**src/logic/ssw_params.svh**
```systemverilog
// timing constants and counter width for the supply supervisor watchdog
`ifndef SSW_PARAMS_SVH
`define SSW_PARAMS_SVH

// clock rate in kHz (10 MHz)
`define SSW_CLK_KHZ 10000
// minimum valid strobe pulse width, ns
`define SSW_STROBE_MIN_NS 1000
`define SSW_STROBE_MIN_CYC ((`SSW_STROBE_MIN_NS * `SSW_CLK_KHZ + 999999) / 1000000)
// gate settle window, us (longest: rounds down)
`define SSW_SETTLE_US 300
`define SSW_SETTLE_CYC ((`SSW_SETTLE_US * `SSW_CLK_KHZ) / 1000)
// pushbutton assert delay, ns (typical, rounded up)
`define SSW_PB_DELAY_NS 250
`define SSW_PB_DELAY_CYC ((`SSW_PB_DELAY_NS * `SSW_CLK_KHZ + 999999) / 1000000)
// default lengths of the long timers, in cycles
`define SSW_STARTUP_CYC 20000
`define SSW_EXPIRY_CYC 16000
`define SSW_FAULT_CYC 1000
`define SSW_HOLD_CYC 2000
// counter width of the shared timers
`define SSW_CNT_W 24

`endif

```
**src/logic/ssw_pkg.sv**
```systemverilog
// types for the supply supervisor watchdog
package ssw_pkg;

    // reset sequencer states
    typedef enum logic [2:0]
    {
        RST_ASSERT = 3'h1,
        RST_HOLD = 3'h2,
        RST_RUN = 3'h4
    } ssw_rst_e;

    // watchdog states
    typedef enum logic [3:0]
    {
        WD_IDLE = 4'h1,
        WD_START = 4'h2,
        WD_MON = 4'h4,
        WD_FAULT = 4'h8
    } ssw_wd_e;

endpackage : ssw_pkg

```
**src/logic/ssw_supervisor.sv**
```systemverilog
// supply supervisor with reset sequencing and watchdog timer
`timescale 1ns/1ns
`include "ssw_params.svh"
module ssw_supervisor #(
    parameter int STARTUP_CYC = `SSW_STARTUP_CYC,
    parameter int EXPIRY_CYC = `SSW_EXPIRY_CYC,
    parameter int FAULT_CYC = `SSW_FAULT_CYC,
    parameter int HOLD_CYC = `SSW_HOLD_CYC,
    parameter int SETTLE_CYC = `SSW_SETTLE_CYC
) (
    input wire logic i_clk,
    input wire logic i_rst,
    input wire logic i_ce,
    input wire logic i_supply_low,
    input wire logic i_pushbutton_reset_n,
    input wire logic i_pushbutton_driven,
    input wire logic i_watchdog_gate,
    input wire logic i_watchdog_strobe_in,
    output logic o_system_reset_n,
    output logic o_system_reset_oe,
    output logic o_watchdog_fault_out_n,
    output logic o_watchdog_fault_oe
);
    localparam int CW = `SSW_CNT_W;
    localparam int PBW = $clog2(`SSW_PB_DELAY_CYC + 1);

    // =========================================================
    // parameter checks
    initial
    begin
        if (STARTUP_CYC < 1 || EXPIRY_CYC < 1 || FAULT_CYC < 1 || HOLD_CYC < 1
            || SETTLE_CYC < 1)
            $error("ssw_supervisor: every length must be at least one cycle");
        if (STARTUP_CYC >= (1 << CW) || EXPIRY_CYC >= (1 << CW)
            || HOLD_CYC >= (1 << CW) || FAULT_CYC >= (1 << CW)
            || SETTLE_CYC >= (1 << CW))
            $error("ssw_supervisor: a length does not fit the counter width");
    end

    // =========================================================
    // pushbutton input
    logic pb_low;
    logic [PBW-1:0] pb_cnt_r;
    logic [PBW-1:0] pb_cnt_nxt;
    logic pb_assert_r;
    logic pb_assert_nxt;

    // undriven pin reads as released, like the internal pull-up
    assign pb_low = i_pushbutton_driven && !i_pushbutton_reset_n;

    // assertion delayed by the short delay, held while low
    always_comb
    begin
        pb_cnt_nxt = pb_cnt_r;
        pb_assert_nxt = pb_assert_r;
        if (!pb_low)
        begin
            pb_cnt_nxt = '0;
            pb_assert_nxt = 1'b0;
        end
        else if (pb_cnt_r < PBW'(`SSW_PB_DELAY_CYC))
            pb_cnt_nxt = pb_cnt_r + PBW'(1);
        else
            pb_assert_nxt = 1'b1;
    end

    always_ff @(posedge i_clk)
    begin
        if (i_rst)
        begin
            pb_cnt_r <= '0;
            pb_assert_r <= 1'b0;
        end
        else if (i_ce)
        begin
            pb_cnt_r <= pb_cnt_nxt;
            pb_assert_r <= pb_assert_nxt;
        end
    end

    // =========================================================
    // reset sequencer
    ssw_pkg::ssw_rst_e rst_state_r;
    ssw_pkg::ssw_rst_e rst_state_nxt;
    logic [CW-1:0] hold_cnt_r;
    logic [CW-1:0] hold_cnt_nxt;
    logic rst_cause;
    logic rst_release;

    assign rst_cause = i_supply_low || pb_assert_r;

    // a fresh cause always restarts the full hold, so brief glitches still get it
    always_comb
    begin
        rst_state_nxt = rst_state_r;
        hold_cnt_nxt = hold_cnt_r;
        unique case (rst_state_r)
            ssw_pkg::RST_ASSERT:
            begin
                hold_cnt_nxt = '0;
                if (!rst_cause)
                    rst_state_nxt = ssw_pkg::RST_HOLD;
            end
            ssw_pkg::RST_HOLD:
            begin
                if (rst_cause)
                    rst_state_nxt = ssw_pkg::RST_ASSERT;
                else if (hold_cnt_r == CW'(HOLD_CYC - 1))
                    rst_state_nxt = ssw_pkg::RST_RUN;
                else
                    hold_cnt_nxt = hold_cnt_r + CW'(1);
            end
            ssw_pkg::RST_RUN:
            begin
                if (rst_cause)
                    rst_state_nxt = ssw_pkg::RST_ASSERT;
            end
            default:
                rst_state_nxt = ssw_pkg::RST_ASSERT;
        endcase
    end

    always_ff @(posedge i_clk)
    begin
        if (i_rst)
        begin
            rst_state_r <= ssw_pkg::RST_ASSERT;
            hold_cnt_r <= '0;
        end
        else if (i_ce)
        begin
            rst_state_r <= rst_state_nxt;
            hold_cnt_r <= hold_cnt_nxt;
        end
    end

    // one-cycle mark of the reset release
    assign rst_release = (rst_state_r == ssw_pkg::RST_HOLD)
        && (rst_state_nxt == ssw_pkg::RST_RUN);

    // =========================================================
    // gate settle window
    logic gate_prev_r;
    logic [CW-1:0] settle_cnt_r;
    logic [CW-1:0] settle_cnt_nxt;
    logic settling;

    // counts from the gate's rising edge; strobes ignored until done
    always_comb
    begin
        settle_cnt_nxt = settle_cnt_r;
        if (!i_watchdog_gate)
            settle_cnt_nxt = '0;
        else if (!gate_prev_r)
            settle_cnt_nxt = CW'(SETTLE_CYC);
        else if (settle_cnt_r != '0)
            settle_cnt_nxt = settle_cnt_r - CW'(1);
    end

    assign settling = (settle_cnt_r != '0) || (i_watchdog_gate && !gate_prev_r);

    always_ff @(posedge i_clk)
    begin
        if (i_rst)
        begin
            gate_prev_r <= 1'b0;
            settle_cnt_r <= '0;
        end
        else if (i_ce)
        begin
            gate_prev_r <= i_watchdog_gate;
            settle_cnt_r <= settle_cnt_nxt;
        end
    end

    // =========================================================
    // watchdog
    ssw_pkg::ssw_wd_e wd_state_r;
    ssw_pkg::ssw_wd_e wd_state_nxt;
    logic [CW-1:0] wd_cnt_r;
    logic [CW-1:0] wd_cnt_nxt;
    logic strobe_ignore;
    logic valid_fall;

    // strobes ignored in fault, reset, startup, settle or gate low
    assign strobe_ignore = (wd_state_r != ssw_pkg::WD_MON) || settling
        || !i_watchdog_gate || (rst_state_r != ssw_pkg::RST_RUN);

    ssw_strobe_qual #(
        .MIN_CYC(`SSW_STROBE_MIN_CYC)
    ) u_qual (
        .i_clk(i_clk),
        .i_rst(i_rst),
        .i_ce(i_ce),
        .i_clear(strobe_ignore),
        .i_strobe(i_watchdog_strobe_in),
        .o_valid_fall(valid_fall)
    );

    // one counter serves startup, expiry and fault width in turn
    always_comb
    begin
        wd_state_nxt = wd_state_r;
        wd_cnt_nxt = wd_cnt_r;
        unique case (wd_state_r)
            ssw_pkg::WD_IDLE:
            begin
                wd_cnt_nxt = '0;
                if (rst_release)
                    wd_state_nxt = ssw_pkg::WD_START;
            end
            ssw_pkg::WD_START:
            begin
                if (wd_cnt_r == CW'(STARTUP_CYC - 1))
                begin
                    // a gated-off end waits at the final count instead of restarting
                    if (i_watchdog_gate)
                    begin
                        wd_cnt_nxt = '0;
                        wd_state_nxt = ssw_pkg::WD_MON;
                    end
                end
                else
                    wd_cnt_nxt = wd_cnt_r + CW'(1);
            end
            ssw_pkg::WD_MON:
            begin
                if (!i_watchdog_gate || settling)
                    wd_cnt_nxt = '0;
                else if (valid_fall)
                    wd_cnt_nxt = '0;
                else if (wd_cnt_r == CW'(EXPIRY_CYC - 1))
                begin
                    wd_cnt_nxt = '0;
                    wd_state_nxt = ssw_pkg::WD_FAULT;
                end
                else
                    wd_cnt_nxt = wd_cnt_r + CW'(1);
            end
            ssw_pkg::WD_FAULT:
            begin
                if (wd_cnt_r == CW'(FAULT_CYC - 1))
                begin
                    wd_cnt_nxt = '0;
                    wd_state_nxt = ssw_pkg::WD_MON;
                end
                else
                    wd_cnt_nxt = wd_cnt_r + CW'(1);
            end
            default:
                wd_state_nxt = ssw_pkg::WD_IDLE;
        endcase
        // any reset cause aborts the watchdog
        if (rst_state_r != ssw_pkg::RST_RUN && !rst_release)
        begin
            wd_state_nxt = ssw_pkg::WD_IDLE;
            wd_cnt_nxt = '0;
        end
    end

    always_ff @(posedge i_clk)
    begin
        if (i_rst)
        begin
            wd_state_r <= ssw_pkg::WD_IDLE;
            wd_cnt_r <= '0;
        end
        else if (i_ce)
        begin
            wd_state_r <= wd_state_nxt;
            wd_cnt_r <= wd_cnt_nxt;
        end
    end

    // =========================================================
    // open-drain outputs: level fixed low, enable driven from state
    assign o_system_reset_n = 1'b0;
    assign o_system_reset_oe = (rst_state_r != ssw_pkg::RST_RUN);
    assign o_watchdog_fault_out_n = 1'b0;
    assign o_watchdog_fault_oe = (wd_state_r == ssw_pkg::WD_FAULT);

endmodule : ssw_supervisor

```
**src/logic/ssw_strobe_qual.sv**
```systemverilog
// strobe pulse-width qualifier: valid falling edge after a long enough high
`timescale 1ns/1ns
module ssw_strobe_qual #(
    parameter int MIN_CYC = 10
) (
    input wire logic i_clk,
    input wire logic i_rst,
    input wire logic i_ce,
    input wire logic i_clear,
    input wire logic i_strobe,
    output logic o_valid_fall
);
    initial
    begin
        if (MIN_CYC < 1)
            $error("ssw_strobe_qual: MIN_CYC must be at least 1");
    end

    localparam int W = $clog2(MIN_CYC + 1);

    logic prev_r;
    logic prev_nxt;
    logic [W-1:0] width_r;
    logic [W-1:0] width_nxt;
    logic long_r;
    logic long_nxt;

    // width of the current high pulse, saturating at the minimum
    always_comb
    begin
        prev_nxt = i_strobe;
        width_nxt = width_r;
        long_nxt = long_r;
        if (i_clear || !i_strobe)
        begin
            width_nxt = '0;
            long_nxt = 1'b0;
        end
        else if (!long_r)
        begin
            width_nxt = width_r + W'(1);
            long_nxt = (width_r + W'(1)) >= W'(MIN_CYC);
        end
    end

    // narrow pulses never count as a strobe
    assign o_valid_fall = prev_r && !i_strobe && long_r && !i_clear;

    always_ff @(posedge i_clk)
    begin
        if (i_rst)
        begin
            prev_r <= 1'b0;
            width_r <= '0;
            long_r <= 1'b0;
        end
        else if (i_ce)
        begin
            prev_r <= prev_nxt;
            width_r <= width_nxt;
            long_r <= long_nxt;
        end
    end

endmodule : ssw_strobe_qual

```
**config.mk**
```make
export PLATFORM = sky130hd
export DESIGN_NAME = ssw_supervisor
export DESIGN_NICKNAME = d
export VERILOG_FILES = /design/src/logic/ssw_pkg.sv /design/src/logic/ssw_supervisor.sv /design/src/logic/ssw_strobe_qual.sv
export VERILOG_INCLUDE_DIRS = /design/src /design/src/logic
export SDC_FILE = /design/constraint.sdc
export NUM_CORES = 1
export LEC_CHECK = 0
export BUFFER_PORTS_ARGS = -buffer_cell sky130_fd_sc_hd__buf_2
export CORE_MARGIN = 5
export CORE_UTILIZATION = 35
export CTS_BUF_LIST = sky130_fd_sc_hd__clkbuf_16
export DETAILED_ROUTE_END_ITERATION = 6
export MAX_ROUTING_LAYER = met4
export PLACE_DENSITY = 0.51
export SYNTH_ARGS = -nofsm -noshare
export SYNTH_HDL_FRONTEND = slang
export SYNTH_SLANG_ARGS = --single-unit
```
**constraint.sdc**
```tcl
create_clock -name i_clk -period 3.7 [get_ports i_clk]
set_clock_uncertainty 0.1 [all_clocks]
set_input_delay 0.74 -clock i_clk [delete_from_list [all_inputs] [get_ports i_clk]]
set_output_delay 0.74 -clock i_clk [all_outputs]
set_load 0.005 [all_outputs]
```
==> results.txt <==
* Outcome: completed
- Internal power contribution: roughly 1.6 mW
- Power Density: 400 nW/um2
- Post-CTS Setup Bufs: 0
- Total number of H-tree levels: 3
- Count of vias placed by the detailed router: 4007
- The worst hold path belongs to the class flop to flop.
* Buffering stage count on the worst path with inverters included: 0
* Total Die Area: around 16000 um2
* First drt pass iteration count: 4
- Multi-input gate area in the final layout: approximately 2800 um2
- Combined area of all synthesized cells: around 4800 um2
- Number of max-cap violations: 0
- The worst path needs 3190 ps of the cycle, external delays included.
- The number of global-route vias before repair was around 3700.
* Starting Density: 35.9%
* Critical path class: flop to flop
- Dividing the detail-routed via count by the number of cells gives roughly 5.3.
* Portion of total power attributed to the clock network: roughly 44%
- The clock passes through at most 2 buffers.
- Post-synthesis async set-or-reset flop share: 0%
- Net switching share of the total power: 24.9%
- Data arrival, critical path: around 3400 ps
- Clock transition at the registers of the reported paths: approximately 60 ps
* Cell family with the largest share of critical-path delay: simple AND/OR/NAND/NOR gates
- Global-route wire length before repair: 17900 um
* Fmax: 314 MHz
* Most common cell on crit path: or4_4
- The count of final hold-check violations is 0.
* Number of antenna-violating nets in the routed design: 0
* Warnings from Yosys: 0
* Cts bufs inserted: 9
- Routed wirelength normalized by instance count: 13.8 um
- Synthesis produced 580 cells.
* Mean post-synth cell area: just over 8 um2
* Total clock sinks: 89
* I/O pin cnt: 12
* Sequential cell area: ~1800 um2
- Clock latency reported for the late side of the worst-skew pair: between 300 and 400 ps
- In this run the core area contains 42 standard-cell rows.
* Unrepaired setup endpoints after global routing: false
- The completed layout was analyzed and its total power is around 2.1 mW.
- Library cell used as clock root buffer: clkbuf_16
- Residual DRC count: 0
* Reg power frac: roughly 48%
- Entering global routing, the biggest net connects 33 pins.
- P_sw: just over 0.5 mW
- Yosys mapped the design onto 63 distinct sky130hd cell types.
* Filler Cells Inserted: around 1400
- Total routing resource utilization after global routing: between 10% and 20%
- The worst setup path is captured at a flop.
* Initial antenna violation count: 1
- Critical path's slowest cell: or4_4
* Final sum of negative setup slack: 0 ps
- PortBufs: 9
- Die H: 127 um
- For this run, the leading register cell type out of synthesis is dfxtp_1.
- The library cell used most frequently in the layout, excluding fill and tap cells, is dfxtp_1.
- The largest single stage delay on the critical path is between 500 and 600 ps.
- In this run, post-CTS repair resized a total of 0 instances.
* Commonest cells after routing, fill and taps aside: dfxtp_1, nor2_1, nand2_1
- Relative to the synthesized area, the layout overhead comes to 9.11%.
* Layout cell share with drive strength beyond 1: under 10%
- After global routing the overflow that remains totals 0.
- Kind of launch point of the worst setup path: flop
- In the final design database the tool counted between 500 and 600 nets.
- Of the available clock period, the critical path in the final layout requires 86.2%.
* Final weighted congestion of routability-driven global placement: between 0.8 and 0.9
* DRT iter0 DRCs: 247
- The total area inside the core boundary comes to about 13000 um2.
- After clock tree synthesis, the flow added hold-fix buffers numbering 0.
* Synthesized flop and latch total: just under 90
- Post-DP HPWL: ~7200 um
- Data on the critical path is required at its endpoint by ~3900 ps.
* Max-slew violation count: 0
- Along the worst path, the maximum fanout reaches 7.
- IR analysis of the VDD net gives a maximum drop of ~260 uV.
- Max-slew headroom: 39.9%
* Number of enable flip-flop cells after synthesis: 0
* CTS tree: built
* Cells along the critical path: or4_4 -> or4_4 -> nor4_4 -> nand4b_2 -> a211o_1 -> or4_1 -> a31oi_1
- WL final: around 10000 um
- Sequential area share after synthesis: between 30% and 40%
- Setup violations remaining at the end of the flow were counted as 0.
- Proportion of power drawn by combinational gates: slightly above 8%
- Die span in x: ~130 um
* Leak Pwr: ~1.8 nW
* Transition at the pin with the smallest max-transition slack: 901 ps
-- layer usage --
layer	up-vias	GRT usage, %	routed length (um)
met1	1883	17.8	5100
met4	0	4.04	144
li1	2064	-	-
met2	53	20.8	4840
met3	7	4.20	408
met5	-	-	0
-- worst min-delay path: cells and delay by family (launching register included) --
kind | cells | cell delay (ps)
DFF | 1 | 330
and+or+nand+nor | 1 | 60
AOI/OAI and AO/OA | 1 | 50
-- per-stage QoR --
step / cell area [um2] / util [%] / std cells / setup slack [ps] / hold slack (ps)
final: 5200 / 39.1 / 761 / 512 / 381
after global routing: 5200 / 39.1 / 761 / 356 / 407
after CTS: 5190 / 39.0 / 759 / 533 / 379
after detailed placement: 4890 / 36.8 / 743 / 557 / 371
after global placement: 4890 / 36.8 / 743 / 620 / 357
after floorplan: 4770 / - / 581 / 744 / 349
-- final timing paths --
check	depth (start not counted)	slack [ps]	from	end
setup / recovery	7	510	settle_cnt_r[16]	wd_cnt_r[15]
hold / removal	2	380	wd_cnt_r[1]	wd_cnt_r[1]
setup reg to reg	7	510	settle_cnt_r[16]	wd_cnt_r[15]
hold reg to reg	2	380	wd_cnt_r[1]	wd_cnt_r[1]
-- flip-flops by register name, summed over array words and instances, names as in the netlist, 2 cells and up --
| signal | count |
|---|---|
| wd_state_r | 4 |
| settle_cnt_r | 24 |
| hold_cnt_r | 24 |
| rst_state_r | 3 |
| wd_cnt_r | 24 |
| pb_cnt_r | 2 |
| u_qual.width_r | 4 |
-- layout make-up --
cell class	count	area share, %
antenna	1	0.0481
clock buffer	9	4.33
clock inverter	7	1.40
inverter	14	1.01
multi-input combinational	452	53.3
sequential	89	34.3
tap	176	4.23
timing repair buffer	13	1.44
-- synthesized netlist by cell type (3+ instances only) --
| library cell | n | area (um2) |
|---|---|---|
| a211oi_1 | 9 | 67.6 |
| a21oi_1 | 25 | 125 |
| a22oi_1 | 3 | 22.5 |
| a2bb2oi_1 | 3 | 26.3 |
| a31o_2 | 4 | 35.0 |
| a31oi_1 | 3 | 18.8 |
| and2_1 | 4 | 25.0 |
| and3_1 | 12 | 75.1 |
| and4_1 | 4 | 35.0 |
| clkbuf_1 | 12 | 45.0 |
| clkbuf_8 | 3 | 41.3 |
| dfxtp_1 | 89 | 1780 |
| ha_1 | 7 | 87.6 |
| inv_1 | 14 | 52.6 |
| mux2i_1 | 8 | 80.1 |
| nand2_1 | 49 | 184 |
| nand2b_1 | 5 | 31.3 |
| nand3_1 | 30 | 150 |
| nand3b_1 | 4 | 30.0 |
| nand4_1 | 18 | 113 |
| nand4b_1 | 3 | 26.3 |
| nor2_1 | 86 | 323 |
| nor2b_1 | 6 | 37.5 |
| nor3_1 | 28 | 140 |
| nor4_1 | 13 | 81.3 |
| nor4bb_1 | 3 | 30.0 |
| o21ai_0 | 18 | 90.1 |
| o311ai_0 | 4 | 35.0 |
| o31ai_1 | 4 | 30.0 |
| or3_1 | 4 | 25.0 |
| or4_1 | 6 | 45.0 |
| or4_4 | 3 | 33.8 |
| or4b_2 | 3 | 30.0 |
| xnor2_1 | 30 | 263 |
| xor2_1 | 25 | 219 |
-- kinds of logic (layout without fill, tap and decap cells) --
family	after synthesis	after routing	synth area share (%)
AOI/OAI and AO/OA	84	84	11.7
adders and majority gates	7	7	1.84
buffers and inverters	40	43	4.67
DFF	89	89	37.4
muxes	8	8	1.68
and+or+nand+nor	296	296	32.6
xor gates and xnor gates	55	55	10.1
other	1	3	0.0787
-- power groups by stage --
stage / combinational (mW) / sequential [mW] / clock, mW
after floorplan: 0.142 / 1.01 / 0
after global placement: 0.167 / 1.02 / 0
after detailed placement: 0.168 / 1.02 / 0
after CTS: 0.169 / 0.996 / 0.949
after global routing: 0.191 / 0.999 / 0.984
final: 0.168 / 0.997 / 0.913
No activity file was read; power rests on OpenSTA's default activity.
